[src/hw/fse_consts.svh]
`ifndef FSE_CONSTS_SVH
`define FSE_CONSTS_SVH
// receive timer compare: 8 data bits, functional clock / 4
`define FSE_UART_CMP_DFLT 16'h0f01
// spi clock timer compare: 32 bits, functional clock / 8 after the divider clamp
`define FSE_SPI_CMP_DFLT 16'h3f01
// select timer compare that never matches
`define FSE_NEVER_CMP 16'hffff
// fastest spi shift clock as a divider of the functional clock
`define FSE_SPI_MIN_DIV 8
// least half-period reload that keeps the spi divider legal
`define FSE_SPI_MIN_HALF 8'((`FSE_SPI_MIN_DIV / 2) - 1)
// input setup in functional clock cycles through the pin synchroniser
`define FSE_SPI_SETUP_CYC 3
// receive shifter start/stop settings
`define FSE_START_CHECK 2'b10
`define FSE_STOP_CHECK 2'b11
// reset values
`define FSE_WORD_RST 32'h0000_0000
`define FSE_BYTE_RST 8'h00
`endif

[src/hw/fse_pkg.sv]
package fse_pkg;
  // timer state, gray coded along idle -> run -> stop
  typedef enum logic [1:0] {
    FSE_IDLE = 2'b00,
    FSE_RUN = 2'b01,
    FSE_STOP = 2'b11
  } fse_state_t;

  // static configuration carried as one word
  typedef struct packed {
    logic spi_mode;
    logic rts_en;
    logic cpha;
    logic msb_first;
    logic shifter_pin_invert;
    logic timer_pin_invert;
    logic [1:0] shifter_stop_bit_cfg;
    logic [1:0] shifter_start_bit_cfg;
    logic [15:0] timer_compare_value;
  } fse_cfg_t;

  // whole state of the engine
  typedef struct packed {
    fse_state_t st;
    logic [2:0] rx_sync;
    logic [2:0] mi_sync;
    logic rx_lvl;
    logic mi_lvl;
    logic tclk;
    logic first;
    logic [7:0] lo;
    logic [7:0] cnt;
    logic [31:0] rx_sh;
    logic [31:0] tx_sh;
    logic [31:0] tx_buf;
    logic tx_empty;
    logic [31:0] rx_buf;
    logic rx_flag;
    logic err_flag;
    logic tmr_flag;
    logic rts;
    logic mosi;
    logic sck;
    logic ss_n;
  } fse_regs_t;
endpackage

[src/hw/fse_engine.sv]
`timescale 1ns/1ps
`default_nettype none
`include "fse_consts.svh"
// Overview of operation
// - receive samples pin 0 on clock fall
// - compare upper byte edges, lower byte half-divider
// - receive timer starts on start edge
// - dual 8-bit counter on inverted pin 0
// - byte-swapped view, bit-swapped for msb first
// - request-to-send asserted blocks start detection
// - request-to-send sets on start, clears on read
// - pin edges resynchronise the receive timer when request-to-send is enabled
// - receive timer start gated by the request-to-send flag
// - request-to-send timer never compares
// - request-to-send driven on pin 1
// - spi clock no faster than divide by 8
// - phase 0: drive on fall, sample rise
// - spi compare sets bits and divider
// - spi clock idles low unless timer pin inverted, starts on trigger
// - shift clock on pin 2, tx-flag triggered
// - select timer follows clock timer, active low
// - phase 1 holds select while buffer full
// - phase 1 loads on first shift, samples fall
// - status, error and timer flags raise events
module fse_engine
  import fse_pkg::*;
(
  input wire logic I_MCLK,
  input wire logic I_RST,
  input wire fse_cfg_t I_CFG,
  input wire logic I_RXD,
  input wire logic I_MISO,
  input wire logic [31:0] I_TX_DATA,
  input wire logic I_TX_WRITE,
  input wire logic I_RX_READ,
  input wire logic I_ERR_CLEAR,
  input wire logic I_TMR_CLEAR,
  output logic [31:0] O_RX_DATA,
  output logic O_RX_READY,
  output logic O_RX_ERROR,
  output logic O_TIMER_DONE,
  output logic O_TX_EMPTY,
  output logic O_RTS,
  output logic O_MOSI,
  output logic O_SCK,
  output logic O_SS_N
);

  // swap bytes of a word
  function automatic logic [31:0] byte_swap(input logic [31:0] w);
    byte_swap = {w[7:0], w[15:8], w[23:16], w[31:24]};
  endfunction

  // reverse all bits of a word
  function automatic logic [31:0] bit_swap(input logic [31:0] w);
    logic [31:0] r;
    r = '0;
    for (int i = 0; i < 32; i++)
    begin
      r[i] = w[31 - i];
    end
    bit_swap = r;
  endfunction

  fse_regs_t q_r; // registered state
  fse_regs_t q_nxt; // next state
  logic [7:0] half; // half-period reload of the low counter
  logic expire; // low counter reached zero this cycle
  logic rx_bit; // receive data after optional inversion
  logic rx_edge; // filtered receive level changed
  logic start_seen; // idle line went low, start bit begins
  logic [31:0] rx_word; // received word with next sample shifted in
  logic mi_now; // filtered miso as soon as stages two and three agree

  // derived terms shared by the next-state logic
  always_comb
  begin
    // lower byte is half the divider minus one
    half = I_CFG.timer_compare_value[7:0];
    // clamp the spi divider to at least 8
    if (I_CFG.spi_mode && (half < `FSE_SPI_MIN_HALF))
    begin
      half = `FSE_SPI_MIN_HALF;
    end
    expire = (q_r.lo == `FSE_BYTE_RST);
    // optional inversion of the receive pin
    rx_bit = q_r.rx_lvl ^ I_CFG.shifter_pin_invert;
    rx_edge = (q_r.rx_sync[2] == q_r.rx_sync[1]) && (q_r.rx_sync[2] != q_r.rx_lvl);
    // inverted pin rising edge is a start falling edge
    start_seen = rx_edge && q_r.rx_lvl && !q_r.rx_sync[2];
    // take miso in the cycle that stages two and three agree
    // waiting for the held level costs a fourth cycle and misses a 4-cycle half period
    mi_now = (q_r.mi_sync[2] == q_r.mi_sync[1]) ? q_r.mi_sync[2] : q_r.mi_lvl;
    rx_word = {(I_CFG.spi_mode ? mi_now : rx_bit), q_r.rx_sh[31:1]};
  end

  // next-state logic for timers, shifters and flags
  always_comb
  begin
    q_nxt = q_r;
    // three-stage synchronisers; first stage feeds only the second
    q_nxt.rx_sync = {q_r.rx_sync[1:0], I_RXD};
    q_nxt.mi_sync = {q_r.mi_sync[1:0], I_MISO};
    // a level counts once stages two and three agree
    if (q_r.rx_sync[2] == q_r.rx_sync[1])
    begin
      q_nxt.rx_lvl = q_r.rx_sync[2];
    end
    // miso arrives after the setup cycles of this path
    if (q_r.mi_sync[2] == q_r.mi_sync[1])
    begin
      q_nxt.mi_lvl = q_r.mi_sync[2];
    end
    // a write fills the transmit buffer
    if (I_TX_WRITE)
    begin
      q_nxt.tx_buf = I_CFG.msb_first ? bit_swap(I_TX_DATA) : I_TX_DATA;
      q_nxt.tx_empty = 1'b0;
    end
    if (I_RX_READ)
    begin
      q_nxt.rx_flag = 1'b0;
      q_nxt.rts = 1'b0;
    end
    // flag clears come first so that a same-cycle set wins
    if (I_ERR_CLEAR)
    begin
      q_nxt.err_flag = 1'b0;
    end
    if (I_TMR_CLEAR)
    begin
      q_nxt.tmr_flag = 1'b0;
    end
    // low counter runs whenever the timer is enabled
    if (q_r.st != FSE_IDLE)
    begin
      q_nxt.lo = expire ? half : q_r.lo - 8'h01;
    end
    case (q_r.st)
      FSE_IDLE:
      begin
        if (I_CFG.spi_mode)
        begin
          // trigger is the inverted transmit status flag
          if (!q_r.tx_empty)
          begin
            q_nxt.st = FSE_RUN;
            q_nxt.lo = half;
            q_nxt.cnt = I_CFG.timer_compare_value[15:8];
            q_nxt.rx_sh = `FSE_WORD_RST;
            q_nxt.tx_empty = I_TX_WRITE ? 1'b0 : 1'b1;
            // select asserted while the clock timer runs
            q_nxt.ss_n = 1'b0;
            q_nxt.tclk = 1'b0;
            // phase 0 puts the first bit out at load
            if (!I_CFG.cpha)
            begin
              q_nxt.mosi = q_r.tx_buf[0];
              q_nxt.tx_sh = {1'b0, q_r.tx_buf[31:1]};
            end
            else
            begin
              q_nxt.tx_sh = q_r.tx_buf;
            end
          end
        end
        // request-to-send flag gates the start trigger
        // no start detection while request-to-send is up
        else if (start_seen && !(I_CFG.rts_en && q_r.rts))
        begin
          // enable on the start edge, output starts high
          q_nxt.st = FSE_RUN;
          q_nxt.lo = half;
          q_nxt.tclk = 1'b1;
          q_nxt.first = 1'b1;
          q_nxt.rx_sh = `FSE_WORD_RST;
          // data bits from the upper byte: ((n * 2) - 1) / 2 + 1
          q_nxt.cnt = {1'b0, I_CFG.timer_compare_value[15:9]} + 8'h01;
          // held until a read, never compares
          if (I_CFG.rts_en)
          begin
            q_nxt.rts = 1'b1;
          end
        end
      end
      FSE_RUN:
      begin
        if (!I_CFG.spi_mode)
        begin
          // with request-to-send enabled, an input edge realigns the next sample point
          if (I_CFG.rts_en && rx_edge && !expire)
          begin
            q_nxt.lo = half;
            q_nxt.tclk = 1'b1;
          end
          else if (expire)
          begin
            q_nxt.tclk = ~q_r.tclk;
            // sample on the falling edge of the shift clock
            if (q_r.tclk)
            begin
              if (q_r.first)
              begin
                q_nxt.first = 1'b0;
                // start bit must read as 0
                if ((I_CFG.shifter_start_bit_cfg == `FSE_START_CHECK) && rx_bit)
                begin
                  q_nxt.err_flag = 1'b1;
                end
              end
              else if (q_r.cnt != `FSE_BYTE_RST)
              begin
                q_nxt.rx_sh = rx_word;
                q_nxt.cnt = q_r.cnt - 8'h01;
              end
              else
              begin
                // stop bit checked, word stored, timer disabled
                q_nxt.st = FSE_IDLE;
                q_nxt.tmr_flag = 1'b1;
                if ((I_CFG.shifter_stop_bit_cfg == `FSE_STOP_CHECK) && !rx_bit)
                begin
                  // a break frame reads back as zero
                  q_nxt.err_flag = 1'b1;
                  q_nxt.rx_buf = `FSE_WORD_RST;
                end
                else
                begin
                  // present the byte- or bit-swapped view
                  q_nxt.rx_buf = I_CFG.msb_first ? bit_swap(q_r.rx_sh) : byte_swap(q_r.rx_sh);
                end
                // unread word overwritten is an error
                if (q_r.rx_flag && !I_RX_READ)
                begin
                  q_nxt.err_flag = 1'b1;
                end
                q_nxt.rx_flag = 1'b1;
              end
            end
          end
        end
        else if (expire)
        begin
          q_nxt.tclk = ~q_r.tclk;
          q_nxt.cnt = q_r.cnt - 8'h01;
          // rising edge of the shift clock
          if (!q_r.tclk)
          begin
            if (!I_CFG.cpha)
            begin
              // phase 0 samples miso on the rise
              q_nxt.rx_sh = rx_word;
            end
            else
            begin
              // phase 1 loads data on the first shift
              q_nxt.mosi = q_r.tx_sh[0];
              q_nxt.tx_sh = {1'b0, q_r.tx_sh[31:1]};
            end
          end
          else
          begin
            if (!I_CFG.cpha)
            begin
              // phase 0 drives the next bit on the fall
              q_nxt.mosi = q_r.tx_sh[0];
              q_nxt.tx_sh = {1'b0, q_r.tx_sh[31:1]};
            end
            else
            begin
              // phase 1 samples on the fall
              q_nxt.rx_sh = rx_word;
            end
          end
          // compare after upper byte plus one edges
          if (q_r.cnt == `FSE_BYTE_RST)
          begin
            q_nxt.tclk = 1'b0;
            q_nxt.tmr_flag = 1'b1;
            q_nxt.rx_buf = I_CFG.msb_first ? bit_swap(q_nxt.rx_sh) : byte_swap(q_nxt.rx_sh);
            if (q_r.rx_flag && !I_RX_READ)
            begin
              q_nxt.err_flag = 1'b1;
            end
            q_nxt.rx_flag = 1'b1;
            q_nxt.st = FSE_STOP;
            // phase 1 keeps select low while data waits
            if (I_CFG.cpha && !q_r.tx_empty)
            begin
              q_nxt.st = FSE_RUN;
              q_nxt.cnt = I_CFG.timer_compare_value[15:8];
              q_nxt.tx_sh = q_r.tx_buf;
              q_nxt.tx_empty = I_TX_WRITE ? 1'b0 : 1'b1;
            end
          end
        end
      end
      FSE_STOP:
      begin
        // stop half period spaces consecutive words
        if (expire)
        begin
          q_nxt.st = FSE_IDLE;
          q_nxt.ss_n = 1'b1;
        end
      end
      default:
      begin
        q_nxt.st = FSE_IDLE;
      end
    endcase
    // clock pin idles low, optional inversion
    q_nxt.sck = (q_nxt.st == FSE_RUN) && I_CFG.spi_mode ? q_nxt.tclk : 1'b0;
    q_nxt.sck = q_nxt.sck ^ (I_CFG.spi_mode && I_CFG.timer_pin_invert);
  end

  // state register, synchronous reset
  always_ff @(posedge I_MCLK)
  begin
    if (I_RST)
    begin
      q_r <= '{st: FSE_IDLE, rx_sync: 3'h7, mi_sync: 3'h0, rx_lvl: 1'b1, mi_lvl: 1'b0,
               tclk: 1'b0, first: 1'b0, lo: `FSE_BYTE_RST, cnt: `FSE_BYTE_RST,
               rx_sh: `FSE_WORD_RST, tx_sh: `FSE_WORD_RST, tx_buf: `FSE_WORD_RST,
               tx_empty: 1'b1, rx_buf: `FSE_WORD_RST, rx_flag: 1'b0, err_flag: 1'b0,
               tmr_flag: 1'b0, rts: 1'b0, mosi: 1'b0, sck: 1'b0, ss_n: 1'b1};
    end
    else
    begin
      q_r <= q_nxt;
    end
  end

  // outputs straight from the state register
  // flags raise events; ready doubles as dma request
  assign O_RX_DATA = q_r.rx_buf;
  assign O_RX_READY = q_r.rx_flag;
  assign O_RX_ERROR = q_r.err_flag;
  assign O_TIMER_DONE = q_r.tmr_flag;
  assign O_TX_EMPTY = q_r.tx_empty;
  // request-to-send pin, active high while blocking
  assign O_RTS = q_r.rts;
  assign O_MOSI = q_r.mosi;
  assign O_SCK = q_r.sck;
  assign O_SS_N = q_r.ss_n;

endmodule // fse_engine
`default_nettype wire

[config.mk]
export PLATFORM = sky130hd
export DESIGN_NAME = fse_engine
export DESIGN_NICKNAME = d
export VERILOG_FILES = /design/src/hw/fse_pkg.sv /design/src/hw/fse_engine.sv
export VERILOG_INCLUDE_DIRS = /design/src /design/src/hw
export SDC_FILE = /design/constraint.sdc
export NUM_CORES = 1
export LEC_CHECK = 0
export ABC_CLOCK_PERIOD_IN_PS = 4650
export BUFFER_PORTS_ARGS = -buffer_cell sky130_fd_sc_hd__buf_4
export CAP_MARGIN = 20
export CORE_UTILIZATION = 59
export CTS_CLUSTER_SIZE = 20
export DETAILED_ROUTE_END_ITERATION = 6
export GPL_ROUTABILITY_DRIVEN = 0
export GPL_TIMING_DRIVEN = 0
export PLACE_DENSITY = 0.81
export SLEW_MARGIN = 20
export SYNTH_ARGS = -nofsm -noshare
export SYNTH_HDL_FRONTEND = slang
export SYNTH_SLANG_ARGS = --single-unit
[constraint.sdc]
create_clock -name I_MCLK -period 4.65 [get_ports I_MCLK]
set_input_delay 1.395 -clock I_MCLK [delete_from_list [all_inputs] [get_ports I_MCLK]]
set_output_delay 1.395 -clock I_MCLK [all_outputs]
set_load 0.05 [all_outputs]
======== Yosys cells after proc, flatten, opt, wreduce, memory -nomap -nowiden ========
Index checks and enable logic that the tools add are counted.
word-level totals
  bits in registers ....................... 164
  input port bits ......................... 66
  output and inout bits ................... 40
  logic and storage cells ................. 195
operators by class
  add/sub/neg operators ................... 3
  magnitude comparators ................... 1
  eq/ne operators ......................... 31
  mux-type cells .......................... 102
  bitwise gates (word level) .............. 3
  reduce and logical (&&, ||, !) cells .... 34
operator list
  kind                 count
  $mux 32              13
  $mux 40              6
  $mux 35              5
  $pmux 82 s2          1
  $mux 80              1
  $mux 36              2
  $mux 72              1
  $mux 64              1
  $mux 50              1
  $mux 48              1
  $mux 8               6
  $mux 1               43
  $mux 33              1
  $mux 2               14
  $ne 2x2->1 const B   14
  $ne 3x3->1 const B   8
  $logic_not 8->1      2
  $reduce_and 8->1     2
  $sub 8x1->8 const B  2
  $logic_and 1x1->1    14
  $reduce_and 7->1     2
  $mux 9               1
  $add 7x1->8 const B  1
  $lt 8x2->1 const B   1
  16 further kinds     31

======== Logic depth before layout (Yosys ltp) ========
  word-level depth ........................ 12
  gate-level depth with buffers ........... 10
  gate-level depth less buffers ........... 8

======== Least setup slack after synthesis ========
OpenSTA, ideal clock, no wires.
  kind .................................... input-to-reg
  from .................................... input I_CFG[25] (netlist name)
  to ...................................... register q_r[106] (netlist name)
  library setup time ...................... 0.117 ns
  data arrival time ....................... 2.932 ns
  required time ........................... 4.533 ns
  setup slack ............................. 1.602 ns
  stages on the path ...................... 8
  buffers on the path ..................... 2
  cells stage by stage .................... or4b_1 > nor3_1 > or2_2 > buf_2 > nor2_1 > o21a_1 > buf_2 > a22o_1
between the ends
  word-level cells in the longest chain between the ends .. 2
  elaborated cells between the ends (all ways) .. 10
  classes of those cells .................. eq/ne (6); mux (3); reduce/logical (1)
ends and longest elaborated chain
  what                                                              line               text
  start, declared                                                   fse_engine.sv:30   input wire fse_cfg_t I_CFG,
  $ne 3x3->1 (no source line) (tied with other cells)               -
  $reduce_and 8->1 (no source line) or $pmux 82 s2 (tied branches)  -
  end signal, assigned                                              fse_engine.sv:322  q_r <= '{st: FSE_IDLE, rx_sync: 3'h7, mi_sync: 3'h0, rx_lvl: 1'b1, mi_lvl: 1'b0,
  end signal, assigned                                              fse_engine.sv:330  q_r <= q_nxt;
  end, declared                                                     fse_engine.sv:65   fse_regs_t q_r;
Parallel ways exist; a longest one is shown, timed or not.
A chain may end at the register's enable or synchronous reset.

======== Worst setup path after layout ========
  from .................................... input I_CFG[22] (netlist name)
  to ...................................... register q_r, in the netlist O_RX_DATA[24]
between the ends
  word-level cells in the longest chain between the ends .. 8
  elaborated cells between the ends (all ways) .. 11
  classes of those cells .................. mux (11)
ends and longest elaborated chain
  what         line               text
  $mux 32      fse_engine.sv:230  q_nxt.rx_buf = I_CFG.msb_first ? bit_swap(q_r.rx_sh) : byte_swap(q_r.rx_sh);
  $mux 32      fse_engine.sv:221  if ((I_CFG.shifter_stop_bit_cfg == `FSE_STOP_CHECK) && !rx_bit)
  $mux 35      fse_engine.sv:211  else if (q_r.cnt != `FSE_BYTE_RST)
  $mux 33      fse_engine.sv:202  if (q_r.first)
  $mux 35      fse_engine.sv:200  if (q_r.tclk)
  $mux 35      fse_engine.sv:196  else if (expire)
  $mux 35      fse_engine.sv:191  if (I_CFG.rts_en && rx_edge && !expire)
  $mux 35 (*)  fse_engine.sv:188  if (!I_CFG.spi_mode)
Mark *: on every way between the ends. The rest lies on a longest branch, timed or not. The select of a mux whose other input is x is not followed.

==> metrics.sh <==
HTREE_LEVELS=4
DRV.MAX_CAP_VIOLATION_COUNT=0
SYNTHDISTINCTLIBCELLS=66
FINALWIRELENGTH_UM=26400
CONGESTION_OVERFLOW_GR=0
ACHIEVABLE-FREQUENCY_MHz=309
DP_HPWL_UM=18800
SYNTH_TOP_AREA_SHARE_PCT=34.4
CLOCK_ROOT_BUFFER='sky130_fd_sc_hd__clkbuf_16'
WORSTHOLDENDPOINT='q_nxt[161]'
SLEW_HR_PCT=28.0
IO_BUFFER_COUNT=103
DIE-WIDTH_UM=129
HOLDPATHSTAGES=1
CTS_MAX_PATH_BUFFERS=2
HP-START='q_nxt[160]'
WORSTSETUPENDPOINTTYPE='flop'
INTERNAL_POWER_uW=2620
RSZ0062_AT_GRT='false'
FINAL.PERIOD_UTILIZATION_PCT=69.6
NUM_ROWS=46
FIRST_PASS_ITERS=7
CRIT_PATH_START_KIND='input pin'
DRTANTENNAVIOLNETS=0
CORE_AREA_UM2=15800
NUM_VIAS=9050
POST_CTS.RESIZED_INSTANCES=0
CP_DATA_ARRIVAL_TIME_NS=3.53
MOST-COMMON-LAYOUT-CELLS='sky130_fd_sc_hd__dfxtp_1, sky130_fd_sc_hd__buf_4, sky130_fd_sc_hd__nor2_1, sky130_fd_sc_hd__nand2_1, sky130_fd_sc_hd__a21oi_1'
STATUS='finished, final reports clean'
DIEAREA_UM2=16700
YOSYS_MOST_USED_DFF='sky130_fd_sc_hd__dfxtp_1'
NUMCTSBUFFERS=17
FINALCOREUTILIZATION_PCT=70.8
FIN_NETS=1303
NUMBER_OF_FLOPS_MAPPED_TO_ENABLE_CELLS_BY_YOSYS=0
DRC=0
POWER_LEAKAGE_uW=0.00454
SETUP_TNS_NS=0
SYNTH_TOP_CELLS_BY_AREA='sky130_fd_sc_hd__dfxtp_1, sky130_fd_sc_hd__mux2i_1, sky130_fd_sc_hd__mux2_2'
PWR-SHARE-CLK_PCT=39.1
REG2REG_SETUP_SLACK_NS=1.77
SHARE_OF_SYNTHESIZED_AREA_OCCUPIED_BY_FLIP_FLOPS_AND_LATCHES_PCT=34.4
HOLDBUFCOUNTCTS=0
POWER_PER_CELL_AREA_nW_PER_UM2=338
VIAS_PER_CELL=6.19
WORST_R2R_PATH_DEPTH=8
INITIAL_CORE_UTIL_PCT=60.3
FILLERS=1265
FINALCRITICALPERIOD_NS=3.24
CLOCK-SKEW-FINAL_NS=0.00970
YS_SEQ_ELEMENTS=164
WORSTREG2REGEND='O_RX_DATA[24]'
GLOBAL_ROUTE_WIRE_LENGTH_BEFORE_REPAIR_UM=42500
CRIT_FANOUT=10
SYN-CELL-AREA_UM2=9550
DRV_SLEW=0
FIRST_GLOBAL_VIAS=8484
POST-CTS-SETUP-BUFFERS=0
SYNTH_CELLS=1112
ROUTED_WIRE_LENGTH_PER_INSTANCE_UM=18.0
HOLDCRITPATHCLASS='flop to flop'
WORST_EP_REQUIRED_TIME_NS=4.95
POST-SYNTH-TOP-AREA-CELL='sky130_fd_sc_hd__dfxtp_1'
FINAL_HOLD_VIOL_COUNT=0
POST_ROUTE_CELLS_DRIVE_ABOVE_1_SHARE_PCT=24.9
CLK_LATENCY_NS=0.44
LAYOUT.CELLS.MOST_COMMON='sky130_fd_sc_hd__dfxtp_1'
POWER.SWITCHING_uW=1170
ANTENNA_CELLS_INSERTED=0
WORST-SLEW-PIN-TRANSITION_NS=1.08
GRT_MAX_DEGREE=17
CTS_NUM_SINKS=164
SYN-MEAN-INSTANCE-AREA_UM2=8.58
ASYNC_FLOP_SHARE_PCT=0
SEQUENTIALPOWERSHARE_PCT=40.3
CTS.REPORTEDPATHS.CLKPINSLEW_NS=0.07
YS_WARN_COUNT=0
DR.FIRST_ITER.DRC_COUNT=791
SETUP_VIOL_COUNT_FINAL=0
GRT_UTIL_ALL_LAYERS_PCT=32.4
POWER.SHARE.SWITCHING_PCT=30.8
COMBINATIONALPOWERSHARE_PCT=20.5
FP.DIEH_UM=129
CRITICAL_PATH.REG2REG.STARTPOINT='q_r[136]'
VDD_IR_DROP_MAX_V=0.000325
CTS_TREE='done'
AREA_DELTA_SYNTH_FINAL_PCT=17.4
MAPPEDNETLISTNETS=1181
ANTENNA_FOUND_INITIAL=0
NUM_IO_PINS=106
WORSTSETUPPATHTYPE='input pin to flop'
## cells in the mapped netlist (10+ instances only)
library cell	n
sky130_fd_sc_hd__a211oi_1	43
sky130_fd_sc_hd__a21oi_1	82
sky130_fd_sc_hd__a221oi_2	28
sky130_fd_sc_hd__a22o_1	31
sky130_fd_sc_hd__a311oi_1	10
sky130_fd_sc_hd__buf_1	13
sky130_fd_sc_hd__buf_2	30
sky130_fd_sc_hd__buf_4	36
sky130_fd_sc_hd__clkbuf_1	39
sky130_fd_sc_hd__dfxtp_1	164
sky130_fd_sc_hd__mux2_2	60
sky130_fd_sc_hd__mux2i_1	79
sky130_fd_sc_hd__nand2_1	95
sky130_fd_sc_hd__nand3_1	47
sky130_fd_sc_hd__nor2_1	114
sky130_fd_sc_hd__nor2b_1	10
sky130_fd_sc_hd__nor3_1	40
sky130_fd_sc_hd__o21ai_0	33
sky130_fd_sc_hd__xnor2_1	11
## sequential cells by signal (all words and copies together) (netlist names)
name          flops
O_RX_DATA        32
O_RX_ERROR        1
q_nxt             4
O_MOSI            1
O_TX_EMPTY        1
O_TIMER_DONE      1
O_RTS             1
O_RX_READY        1
O_SCK             1
O_SS_N            1
q_r             120
## through the flow
| step | setup slack, ns | total power [uW] | cell area (um2) | hold WS [ns] | std cells |
|---|---|---|---|---|---|
| after floorplan | 1.60 | 2090 | 9550 | 0.389 | 1112 |
| after global placement | 1.09 | 2300 | 10600 | 0.394 | 1431 |
| after detailed placement | 1.02 | 2320 | 10600 | 0.405 | 1431 |
| after CTS | 1.46 | 3770 | 11200 | 0.423 | 1463 |
| after global routing | 1.27 | 3920 | 11200 | 0.431 | 1463 |
| final | 1.41 | 3790 | 11200 | 0.420 | 1463 |
## power groups by stage
| stage | clock (uW) | combinational [uW] | sequential [uW] |
|---|---|---|---|
| after global routing | 1550 | 840 | 1530 |
| after floorplan | 0 | 539 | 1550 |
| final | 1480 | 779 | 1530 |
| after global placement | 0 | 748 | 1560 |
| after CTS | 1480 | 765 | 1530 |
| after detailed placement | 0 | 761 | 1560 |
## cell families (layout without fill, tap and decap cells)
group                    Yosys count  in the layout  synth area share, %
AO/OA/AOI/OAI                    298            298                 23.2
flip-flops                       164            164                 34.4
adder cells (fa/ha/maj)            4              4                0.498
XOR/XNOR                          19             19                 1.74
buffers and inverters            129            264                 7.12
AND/OR/NAND/NOR                  359            359                 17.7
multiplexers                     139            139                 15.4
## cell type report
cell class | instances | area [um2] | area share [%]
Clock buffer | 19 | 443 | 3.95
Tap cell | 216 | 270 | 2.41
Multi-Input combinational cell | 819 | 5590 | 49.8
Inverter | 8 | 30.0 | 0.268
Clock inverter | 13 | 174 | 1.55
Buffer | 121 | 649 | 5.79
Timing Repair Buffer | 103 | 773 | 6.90
Sequential cell | 164 | 3280 | 29.3
## metal layers
layer	track usage, %	wire [um]
met1	40.4	11100
met3	6.23	1590
met2	52.9	12600
met4	17.2	1040
met5	0	0
## worst max path at each step
stage                    from             to  slack [ns]  depth (start not counted)
detailed placement  I_CFG[23]   O_RX_DATA[4]        1.02                          7
finish              I_CFG[22]  O_RX_DATA[24]        1.41                          7
CTS                 I_CFG[23]  O_RX_DATA[28]        1.46                          7
global placement    I_CFG[23]   O_RX_DATA[4]        1.09                          7
global route        I_CFG[23]  O_RX_DATA[28]        1.27                          7
floorplan           I_CFG[25]       q_r[106]        1.60                          8
## worst max-delay path, stage by stage
cell,delay (ns)
sky130_fd_sc_hd__buf_4,0.09
sky130_fd_sc_hd__buf_2,0.19
sky130_fd_sc_hd__buf_1,0.51
sky130_fd_sc_hd__buf_1,0.67
sky130_fd_sc_hd__o21ai_0,0.26
sky130_fd_sc_hd__a221oi_2,0.32
sky130_fd_sc_hd__nor3_1,0.09
Note: power is estimated with default switching activity, not from simulation.
